## src/rtl/poc_pkg.sv

```systemverilog
// Shared constants and types for the converter output control block.
// Assumes a single 40 MHz clock and an active-high asynchronous reset.
package poc_pkg;
  // ----------------------------------------------------------------
  // Widths and codes
  // ----------------------------------------------------------------
  localparam int SAMPLE_WIDTH = 14;
  localparam int PIPE_LATENCY = 7;
  localparam logic [13:0] MID_CODE = 14'h2000;
  localparam logic [13:0] ZERO_CODE = 14'h0000;
  localparam int MSB_POS = 13;

  // ----------------------------------------------------------------
  // Select pin levels (analog level already resolved to a code)
  // ----------------------------------------------------------------
  typedef enum logic [1:0] {
    SEL_GROUND = 2'h0,
    SEL_MIDREF = 2'h1,
    SEL_SUPPLY = 2'h2,
    SEL_FLOAT = 2'h3
  } poc_sel_type;

  // ----------------------------------------------------------------
  // Timing
  // ----------------------------------------------------------------
  localparam int CLK_FREQ_MHZ = 40;
  localparam int RECOVERY_TIME_US = 280;
  localparam int RECOVERY_CYCLES = RECOVERY_TIME_US * CLK_FREQ_MHZ;
  localparam int DUTY_MIN_PCT = 20;
  localparam int DUTY_MAX_PCT = 80;
  localparam int BUF_DEPTH = 2;
endpackage : poc_pkg

```

## src/rtl/poc_output_control.sv

```systemverilog
// Output side of a 14-bit pipelined converter: format coding, latency, power-down.
// Assumes the sample quantiser and duty stabiliser analog live outside; inputs sync to clk.
`timescale 1ns/1ps
module poc_output_control
  import poc_pkg::*;
#(
  parameter int RECOVERY_COUNT = RECOVERY_CYCLES
) (
  input wire logic clk, // Converter clock
  input wire logic rst, // Async reset
  input wire logic [13:0] sampleCode, // Raw quantiser word, offset binary
  input wire logic singleEnded, // Input wired single-ended
  input wire logic [1:0] formatStabilizerSelect, // Resolved select pin level
  input wire logic powerDownPin, // High holds power-down
  input wire logic outReady, // Receiver can take a word
  output logic [13:0] dataOut, // Coded output word
  output logic outValid, // Word on dataOut is present
  output logic stabilizerOn, // Duty stabiliser enable
  output logic twosComplement, // Current output format
  output logic settled // Recovery and latency both elapsed
);
  typedef struct packed {
    logic [PIPE_LATENCY-1:0][13:0] pipe;
    logic [PIPE_LATENCY-1:0] pipeValid;
    logic [1:0][13:0] holdBuf;
    logic [1:0] bufValid;
    logic rdPtr;
    logic wrPtr;
    logic [31:0] recovCount;
    logic [3:0] latCount;
    logic stab;
    logic twos;
  } poc_state_type;

  poc_state_type state_reg, state_next;

  // ----------------------------------------------------------------
  // Select decoding
  // ----------------------------------------------------------------
  function automatic logic [1:0] decode_sel(input logic [1:0] sel);
    // Returns {stabiliser, twos}
    case (sel)
      SEL_SUPPLY: decode_sel = 2'h2;
      SEL_GROUND: decode_sel = 2'h3;
      SEL_MIDREF: decode_sel = 2'h1;
      default: decode_sel = 2'h0;
    endcase
  endfunction : decode_sel

  logic [1:0] selDec;
  logic pipeAdvance;
  logic bufFull;
  logic pushOk;
  logic popOk;
  logic [13:0] coded;

  always_comb begin
    selDec = decode_sel(formatStabilizerSelect);
    // Single-ended and differential share the code map; the span differs in analog only
    // Top bit flip gives twos complement, zero input lands at 0x0000
    coded = sampleCode ^ (state_reg.twos ? MID_CODE : ZERO_CODE);
    bufFull = &state_reg.bufValid;
    // Pipeline stalls rather than drops when the buffer is full
    pipeAdvance = !powerDownPin && !(bufFull && state_reg.pipeValid[PIPE_LATENCY-1]);
    pushOk = pipeAdvance && state_reg.pipeValid[PIPE_LATENCY-1];
    popOk = state_reg.bufValid[state_reg.rdPtr] && outReady;
  end

  // ----------------------------------------------------------------
  // Next state
  // ----------------------------------------------------------------
  always_comb begin
    state_next = state_reg;
    // Format change takes effect immediately; receiver discards a few words
    state_next.stab = selDec[1];
    state_next.twos = selDec[0];
    if (powerDownPin) begin
      // Pipeline and buffer contents are discarded
      state_next.pipeValid = '0;
      state_next.bufValid = '0;
      state_next.rdPtr = 1'b0;
      state_next.wrPtr = 1'b0;
      state_next.recovCount = 32'(RECOVERY_COUNT);
      state_next.latCount = 4'(PIPE_LATENCY);
    end else begin
      if (state_reg.recovCount != 32'h0) begin
        state_next.recovCount = state_reg.recovCount - 32'h1;
      end
      if (pipeAdvance && state_reg.recovCount == 32'h0 && state_reg.latCount != 4'h0) begin
        state_next.latCount = state_reg.latCount - 4'h1;
      end
      if (pipeAdvance) begin
        // One word per clock through seven stages
        state_next.pipe[0] = coded;
        state_next.pipeValid[0] = 1'b1;
        for (int i = 1; i < PIPE_LATENCY; i++) begin
          state_next.pipe[i] = state_reg.pipe[i-1];
          state_next.pipeValid[i] = state_reg.pipeValid[i-1];
        end
      end
      if (popOk) begin
        state_next.bufValid[state_reg.rdPtr] = 1'b0;
        state_next.rdPtr = ~state_reg.rdPtr;
      end
      if (pushOk) begin
        state_next.holdBuf[state_reg.wrPtr] = state_reg.pipe[PIPE_LATENCY-1];
        state_next.bufValid[state_reg.wrPtr] = 1'b1;
        state_next.wrPtr = ~state_reg.wrPtr;
      end
    end
  end

  always_ff @(posedge clk or posedge rst) begin
    if (rst) begin
      state_reg <= '0;
    end else begin
      state_reg <= state_next;
    end
  end

  // ----------------------------------------------------------------
  // Outputs
  // ----------------------------------------------------------------
  assign dataOut = state_reg.holdBuf[state_reg.rdPtr];
  assign outValid = state_reg.bufValid[state_reg.rdPtr] && !powerDownPin;
  assign stabilizerOn = state_reg.stab;
  assign twosComplement = state_reg.twos;
  assign settled = (state_reg.recovCount == 32'h0) && (state_reg.latCount == 4'h0);
endmodule : poc_output_control

```

## config.mk

```make
export PLATFORM = sky130hd
export DESIGN_NAME = poc_output_control
export DESIGN_NICKNAME = d
export VERILOG_FILES = /design/src/rtl/poc_pkg.sv /design/src/rtl/poc_output_control.sv
export SDC_FILE = /design/constraint.sdc
export NUM_CORES = 1
export LEC_CHECK = 0
export BUFFER_PORTS_ARGS = -buffer_cell sky130_fd_sc_hd__buf_4
export CORE_UTILIZATION = 46
export DETAILED_ROUTE_END_ITERATION = 10
export PLACE_DENSITY = 0.66
export SETUP_SLACK_MARGIN = 0.05
export SLEW_MARGIN = 20
export SYNTH_ARGS = -nofsm -noshare
export SYNTH_HDL_FRONTEND = slang
export SYNTH_SLANG_ARGS = --single-unit
export TNS_END_PERCENT = 50
```

## constraint.sdc

```tcl
create_clock -name clk -period 7.1 [get_ports clk]
set_input_delay 1.065 -clock clk [delete_from_list [all_inputs] [get_ports clk]]
set_output_delay 1.065 -clock clk [all_outputs]
set_load 0.02 [all_outputs]
```

==> results of run 1 <==
## worst max path at each step
stage / cells after the start / end / slack [ns]
floorplan: 1 / stabilizerOn$_DFF_PP0_ / 1.29
global placement: 5 / settled / 3.38
detailed placement: 5 / settled / 3.36
CTS: 5 / settled / 2.87
global route: 5 / settled / 2.62
finish: 5 / settled / 2.89
## cell usage in the layout, fill, tap and decap left out, drive strengths merged, types with 6 or more instances in the layout
cell type  netlist  routed
o31ai           10      10
dfrtp          175     175
nand3            6       6
inv              9      13
nand2b           6       6
clkbuf          23      22
a21oi           18      18
or2              8       8
o21ai            6       6
xnor2            9       9
or3             12      12
or4             10      10
mux2           141     141
buf              6      40
nor4            10      10
nor2            33      33
nor3            10      10
xor2             8       8
nand2           19      19
## layout make-up
class	instances	area (µm²)	area share, %
inverters	9	38.8	0.461
clock buffers	22	484	5.75
flip-flops and latches	175	4380	52.0
repair buffers	40	324	3.85
clock inverters	10	98.8	1.17
multi-input cells	342	2830	33.6
well taps	211	264	3.14
## layer usage
layer	vias up	global-route usage [%]	part of all wire, %
met1	2191	23.9	49
met3	17	3.99	4.0
li1	2058	-	-
met4	0	7.34	1.5
met2	95	23.8	45
met5	-	0	0
## power by group through the flow
stage                     clock (mW)  sequential (mW)  combinational, mW
after floorplan                    0             1.23              0.211
after global placement             0             1.25              0.247
after detailed placement           0             1.26              0.259
after CTS                      0.926             1.25              0.262
after global routing           0.971             1.27              0.286
final                          0.902             1.25              0.259
## worst min-delay path: cells and delay by family, from the launching register on
| family | cells | cell delay, ns |
|---|---|---|
| flops | 1 | 0.34 |
| simple gates | 2 | 0.12 |
## cell families (layout without fill, tap and decap cells)
| group | count (synthesis) | count (layout) | share of synthesized area, % |
|---|---|---|---|
| flops | 175 | 175 | 59.5 |
| mux | 143 | 143 | 21.8 |
| simple gates | 129 | 129 | 9.49 |
| compound gates | 50 | 50 | 4.45 |
| buf+inv | 38 | 81 | 2.18 |
| xor+xnor | 17 | 17 | 2.02 |
| fa+ha+maj | 3 | 3 | 0.510 |
==> results.cfg, run 1 <==
[timing]
worst_pin_slew_ns = 0.794
setup_ws_ns = 2.89
rsz0062_at_grt = false
min_period_ns = 4.21
setup-violations-final = 0
setup_tns_ns = 0
fmax_mhz = 238
finalCritPeriodShare_pct = 59.2
fin_skew_ns = 0.0109
slew_headroom_pct = 47.1
finalHoldViolations = 0
whs_ns = 0.497
drv_slew = 0

[placement]
dp_slack_ns = 3.36
dp.cells = 776
placement.io_buffers = 37
gp_congestion = 0.800
dpl_cell_area_mm2 = 0.00780
hpwl_um = 7770

[setup_path]
crit_start = state_reg[20]$_DFFE_PP0P_
crit_type = reg2out
r2r_setup_slack_ns = 3.89
crit_chain = nor4_1 > nand4_1 > or3_1 > nor3_1 > buf_4
timing.rr.end = state_reg[15]$_DFFE_PP0P_
critPathLaunchType = flop
cp-end-kind = output pin
cp_num_buf_inv = 1
cp_slowest_cell = nand4_1
crit_fanout = 17
required_ns = 6.03
reg2reg_depth = 5
max_stage_delay_ns = 0.71
regToRegStartpoint = state_reg[20]$_DFFE_PP0P_
cp_top_family = simple AND/OR/NAND/NOR gates
worstPathArrival_ns = 3.14

[cts]
clk_latency_ns = 0.43
clock_sinks = 175
path_clk_slew_ns = 0.06
hold_buffers = 0
cts-resized-gates = 0
root_buffer = clkbuf_16
numCtsBuffers = 17
cts_setup_buffers = 0
cts_buffer_depth = 2
cts_tree = yes
cts_htree_levels = 4

[die]
die_h_um = 128
io_pins = 39
start_util_pct = 47.7
core.rowCount = 45
core-area_mm2 = 0.0154
die_area_mm2 = 0.0165
die_width_um = 128

[routing]
drt_iter0_drc = 228
via_per_inst = 5.39
routed_wl_um = 12400
drtPass1Iterations = 4
drtAntennaViolNets = 0
drcViolationCount = 0
vias = 4361
wl_per_cell_um = 15.3

[final_layout]
largest_reg_flops = 173
fin_nets = 609
finalNonFillerCells = 809
fillers = 1302
diodes = 0
drive_gt1_share_pct = 37.5
stdcell_area_mm2 = 0.00842
syn_to_final_growth_pct = 14.4
postLayoutCoreUtil_pct = 54.6

[pwr]
switchingPower_uw = 579
leakagePower_nw = 3.70
switching_share_pct = 24.0
internal_power_mw = 1.83
pwr-share-clk_pct = 37.5
seq_power_share_pct = 51.8
combPwrFrac_pct = 10.7
vdd_drop_max_uv = 188
power_per_cell_area_mw_per_mm2 = 286
total_power_mw = 2.41

[worst_hold_path]
min-delay-start = state_reg[75]$_DFFE_PP0P_
whs_path_depth = 2
hold_path_end = state_reg[76]$_DFFE_PP0P_
hp-class = reg2reg

[synth]
yosysMostFrequentCell = dfrtp_1
synth-async-reset-ratio_pct = 100
seq_area_frac_synth_pct = 59.5
syn_area_mm2 = 0.00736
syn_nets = 579
synth_top_area_cell = dfrtp_1
synthTopCellsByArea = dfrtp_1 (60%), mux2_2 (22%), nor2_1 (1.7%)
ys_top_cells_by_count = dfrtp_1 (175), mux2_2 (141), nor2_1 (33)
synth_edf_count = 0
synth_top_area_share_pct = 59.5
synth_cell_types = 45
avgSynthCellArea_um2 = 13.3
synthCells = 555
synth_seq_cells = 175
ys.flop_type = dfrtp_1
yosys_warnings = 0

[global_routing]
grt_pass1_wl_um = 21600
gr-total-overflow = 0
grt_use_total_pct = 16.6
grt_max_degree = 92
antenna_found_initial = 0
grt_pass1_vias = 4336

[flow_run]
maxCapViolCount = 0

[status]
run_status = completed
Note: power is estimated with default switching activity, not from simulation.
==> run 2: changes to the inputs <==
- PLACE_DENSITY: 0.66 -> 0.68
- clock period: 7.1 -> 3.69 ns (I/O delays scaled with it)
==> run 2 against run 1 <==
Net effect: register-to-register slack got worse by 2.9 ns; first-iteration DRC count fell by 22%; worst setup slack got worse by 2.7 ns; combinational power rose by 92%; via count fell by 1.3%; critical path type unchanged; highest routed layer unchanged.
==> results.cfg, run 2 (synthesized netlist as in run 1, its figures left out) <==
[die]
io_pins = 39
die_width_um = 128
die_area_mm2 = 0.0165
core.rowCount = 45
start_util_pct = 47.7
die_h_um = 128
core-area_mm2 = 0.0154

[timing]
worst_pin_slew_ns = 0.795
setup-violations-final = 0
finalHoldViolations = 0
fmax_mhz = 290
slew_headroom_pct = 46.8
finalCritPeriodShare_pct = 93.5
rsz0062_at_grt = false
setup_tns_ns = 0
fin_skew_ns = 0.00785
min_period_ns = 3.45
drv_slew = 0

[cts]
clock_sinks = 175
cts_tree = yes
cts_setup_buffers = 0
clk_latency_ns = 0.42
hold_buffers = 0
cts_buffer_depth = 2
cts-resized-gates = 0
cts_htree_levels = 4
path_clk_slew_ns = 0.06
root_buffer = clkbuf_16
numCtsBuffers = 17

[placement]
placement.io_buffers = 37
gp_congestion = 0.772
hpwl_um = 7820

[pwr]
total_power_mw = 4.64
power_per_cell_area_mw_per_mm2 = 550
vdd_drop_max_uv = 358
leakagePower_nw = 3.71

[worst_hold_path]
hp-class = in2async

[global_routing]
gr-total-overflow = 0
grt_max_degree = 100
antenna_found_initial = 0
top_usage_layer = met2
grt_use_met1_pct = 23.7
grtUsageMet2_pct = 25.2
grt_use_total_pct = 17.0
grt_pass1_vias = 4549
grt_use_met3_pct = 4.78
grt_pass1_wl_um = 22100

[final_layout]
layout_common_cells = dfrtp_1 (175), mux2_2 (141), buf_4 (45), nor2_1 (32), nand2_1 (19)
largest_reg_flops = 173
diodes = 0
syn_to_final_growth_pct = 14.7
layout_commonest_cell = dfrtp_1
fin_nets = 615
fillers = 1286
drive_gt1_share_pct = 37.9

[flow_run]
maxCapViolCount = 0

[setup_path]
worstPathArrival_ns = 2.90
crit_type = reg2out
crit_fanout = 15
required_ns = 3.14
cp-end-kind = output pin
critPathLaunchType = flop

[status]
run_status = completed

[routing]
routed_wl_um = 12300
drtPass1Iterations = 4
drt_iter0_drc = 178
wl_per_cell_um = 15.1
vias = 4306
drtAntennaViolNets = 0
drcViolationCount = 0
via_per_inst = 5.30
run 2: power by group:
part / switching (mW) / internal (mW) / leakage (nW)
clock network: 0.725 / 1.02 / 0.275
registers: 0.183 / 2.22 / 2.16
logic: 0.201 / 0.296 / 1.27
total: 1.11 / 3.53 / 3.71
run 2: final cells by class:
class | count | area (µm²) | area share [%]
clock buffers | 20 | 447 | 5.29
clock inverters | 10 | 130 | 1.54
inverters | 9 | 37.5 | 0.445
multi-input cells | 342 | 2830 | 33.5
flip-flops and latches | 175 | 4380 | 51.9
well taps | 211 | 264 | 3.13
repair buffers | 46 | 358 | 4.24
run 2: final timing paths:
path | start | to | slack, ns | cells past startpoint
setup reg to reg | state_reg[6]$_DFFE_PP0P_ | state_reg[4]$_DFFE_PP0P_ | 0.97 | 7
hold reg to reg | state_reg[75]$_DFFE_PP0P_ | state_reg[76]$_DFFE_PP0P_ | 0.49 | 2
min in group clk | formatStabilizerSelect[1] | twosComplement$_DFF_PP0_ | 0.26 | 2
max in group asynchronous | rst | state_reg[98]$_DFFE_PP0P_ | 2.69 | 3
hold / removal | rst | state_reg[17]$_DFFE_PP0P_ | 0.04 | 2
setup / recovery | state_reg[6]$_DFFE_PP0P_ | settled | 0.24 | 7
run 2: worst max-delay path: stages, from the launching register on:
cell	delay (ns)
dfrtp_1	0.37
inv_1	0.10
ha_1	0.23
or3b_2	0.49
or2_2	0.42
or3_1	0.46
nor3_1	0.22
buf_4	0.18
run 2: metrics by stage:
stage	setup slack (ns)	util, %	cells	hold slack [ns]	cell area [µm²]
after global placement	0.722	51.0	783	0.474	7870
final	0.239	54.7	813	0.0373	8440
after global routing	0.0869	54.7	813	0.0322	8440
after floorplan	0.600	-	555	0.466	7360
after CTS	0.208	54.7	813	0.0277	8440
after detailed placement	0.669	51.0	783	0.474	7870
run 2: layer usage:
layer / routed length (µm) / vias up / share of wire, %
met5: 0 / - / 0
met4: 173 / 0 / 1.4
met3: 438 / 13 / 3.6
met2: 5470 / 67 / 45
met1: 6190 / 2164 / 50
li1: - / 2062 / -
==> run 3: changes to the inputs <==
==> constraint.sdc (replaced) <==
create_clock -name clk -period 3.69 [get_ports clk]
set_input_delay 0.738 -clock clk [delete_from_list [all_inputs] [get_ports clk]]
set_output_delay 0.738 -clock clk [all_outputs]
set_load 0.02 [all_outputs]
==> run 3 against run 2 <==
Net effect: count of clock-buffer cells in the layout is 1 lower; critical path type unchanged; critical endpoint unchanged; sequential power hardly changed; final area is 0.87% higher; fmax hardly changed.
==> results.cfg, run 3 (synthesized netlist as in run 1, its figures left out) <==
[setup_path]
critPathLaunchType = flop
timing.rr.end = state_reg[29]$_DFFE_PP0P_
max_stage_delay_ns = 0.50
crit_fanout = 15
required_ns = 2.95
crit_chain = inv_1 > ha_1 > or3b_2 > or2_4 > or3_1 > nor3_1 > buf_4
crit_type = reg2out
regToRegStartpoint = state_reg[9]$_DFFE_PP0P_
cp_slowest_cell = or3b_2
cp-end-kind = output pin
cp_num_buf_inv = 2
r2r_setup_slack_ns = 1.00
reg2reg_depth = 5
cp_top_family = simple AND/OR/NAND/NOR gates
worstPathArrival_ns = 2.71

[global_routing]
antenna_found_initial = 0
grt_use_total_pct = 16.7
gr-total-overflow = 0
top_usage_layer = met2
grt_pass1_wl_um = 21600
grt_use_met3_pct = 3.53
grt_pass1_vias = 4379
grtUsageMet2_pct = 25.3
grt_max_degree = 100
grt_use_met1_pct = 23.5

[cts]
cts_tree = yes
cts_buffer_depth = 2
cts_htree_levels = 4
hold_buffers = 0
clk_latency_ns = 0.42
root_buffer = clkbuf_16
path_clk_slew_ns = 0.06
clock_sinks = 175
numCtsBuffers = 17

[placement]
hpwl_um = 7940
placement.io_buffers = 37
gp_congestion = 0.777
dp_slack_ns = 0.532

[final_layout]
layout_common_cells = dfrtp_1 (175), mux2_2 (141), buf_4 (48), nor2_1 (32), nand2_1 (19)
diodes = 0
syn_to_final_growth_pct = 15.7
fin_nets = 620
drive_gt1_share_pct = 38.6
largest_reg_flops = 173
layout_commonest_cell = dfrtp_1
fillers = 1276

[pwr]
combPwrFrac_pct = 10.8
switchingPower_mw = 1.14
switching_share_pct = 24.4
vdd_drop_max_uv = 380
power_per_cell_area_mw_per_mm2 = 548
seq_power_share_pct = 51.4
internal_power_mw = 3.53
leakagePower_nw = 3.76
pwr-share-clk_pct = 37.8

[timing]
slew_headroom_pct = 46.3
min_period_ns = 3.45
finalHoldViolations = 0
drv_slew = 0
rsz0062_at_grt = false
worst_pin_slew_ns = 0.804
finalCritPeriodShare_pct = 93.5
setup-violations-final = 0
whs_ns = 0.306
setup_ws_ns = 0.241
fmax_mhz = 290
fin_skew_ns = 0.00747
setup_tns_ns = 0

[worst_hold_path]
hp-class = in2async

[die]
die_h_um = 128
io_pins = 39
core.rowCount = 45
core-area_mm2 = 0.0154
die_width_um = 128
die_area_mm2 = 0.0165
start_util_pct = 47.7

[routing]
drt_iter0_drc = 232
drcViolationCount = 0
routed_wl_um = 12400
vias = 4375
wl_per_cell_um = 15.1
drtAntennaViolNets = 0
drtPass1Iterations = 4
via_per_inst = 5.34

[status]
run_status = completed

[flow_run]
maxCapViolCount = 0
==> run 3: stage by stage <==
step	instance area [µm²]	total power, mW	util (%)	instances
after floorplan	7360	2.76	-	555
after global placement	7910	2.89	51.3	787
after detailed placement	7910	2.94	51.3	787
after CTS	8490	4.72	55.1	819
after global routing	8520	4.90	55.2	820
final	8520	4.67	55.2	820
==> run 3: final cells by class <==
class / count / area, µm² / area share, %
Clock buffer: 19 / 433 / 5.08
Inverter: 9 / 37.5 / 0.441
Multi-Input combinational cell: 342 / 2830 / 33.2
Sequential cell: 175 / 4380 / 51.4
Timing Repair Buffer: 51 / 420 / 4.94
Tap cell: 211 / 264 / 3.10
Clock inverter: 13 / 153 / 1.79
==> run 3: power groups by stage <==
stage / Clock [mW] / Combinational [mW] / Sequential (mW)
CTS: 1.81 / 0.513 / 2.40
detailed placement: 0 / 0.507 / 2.44
global route: 1.89 / 0.557 / 2.44
global placement: 0 / 0.482 / 2.41
finish: 1.76 / 0.505 / 2.40
floorplan: 0 / 0.407 / 2.36
==> run 3: timing repair <==
action                                  4_1_cts  5_1_grt
resized for setup                             0        2
hold endpoints to repair                      0        0
setup buffers                                 0        0
endpoints found under the setup margin        0        1
==> run 3: worst max-delay path by stage <==
| stage | startpoint | to | slack, ns | depth (start not counted) |
|---|---|---|---|---|
| final | state_reg[6]$_DFFE_PP0P_ | settled | 0.24 | 7 |
| after global routing | state_reg[6]$_DFFE_PP0P_ | settled | 0.11 | 7 |
| after CTS | state_reg[6]$_DFFE_PP0P_ | settled | 0.07 | 7 |
| after detailed placement | state_reg[6]$_DFFE_PP0P_ | settled | 0.53 | 7 |
| after global placement | state_reg[6]$_DFFE_PP0P_ | settled | 0.56 | 7 |
| after floorplan | state_reg[6]$_DFFE_PP0P_ | settled | 0.42 | 8 |
==> run 3: routing by layer <==
metal | share of wire [%] | wire length (µm)
met1 | 49 | 6050
met2 | 46 | 5710
met3 | 3.4 | 420
met4 | 1.4 | 176
met5 | 0 | 0
==> run 3: worst reg2reg max path, stage by stage, from the launching register on <==
cell,delay [ns]
dfrtp_1,0.42
or4_1,0.64
or2_1,0.30
or4_4,0.55
nor4_1,0.29
mux2_2,0.37
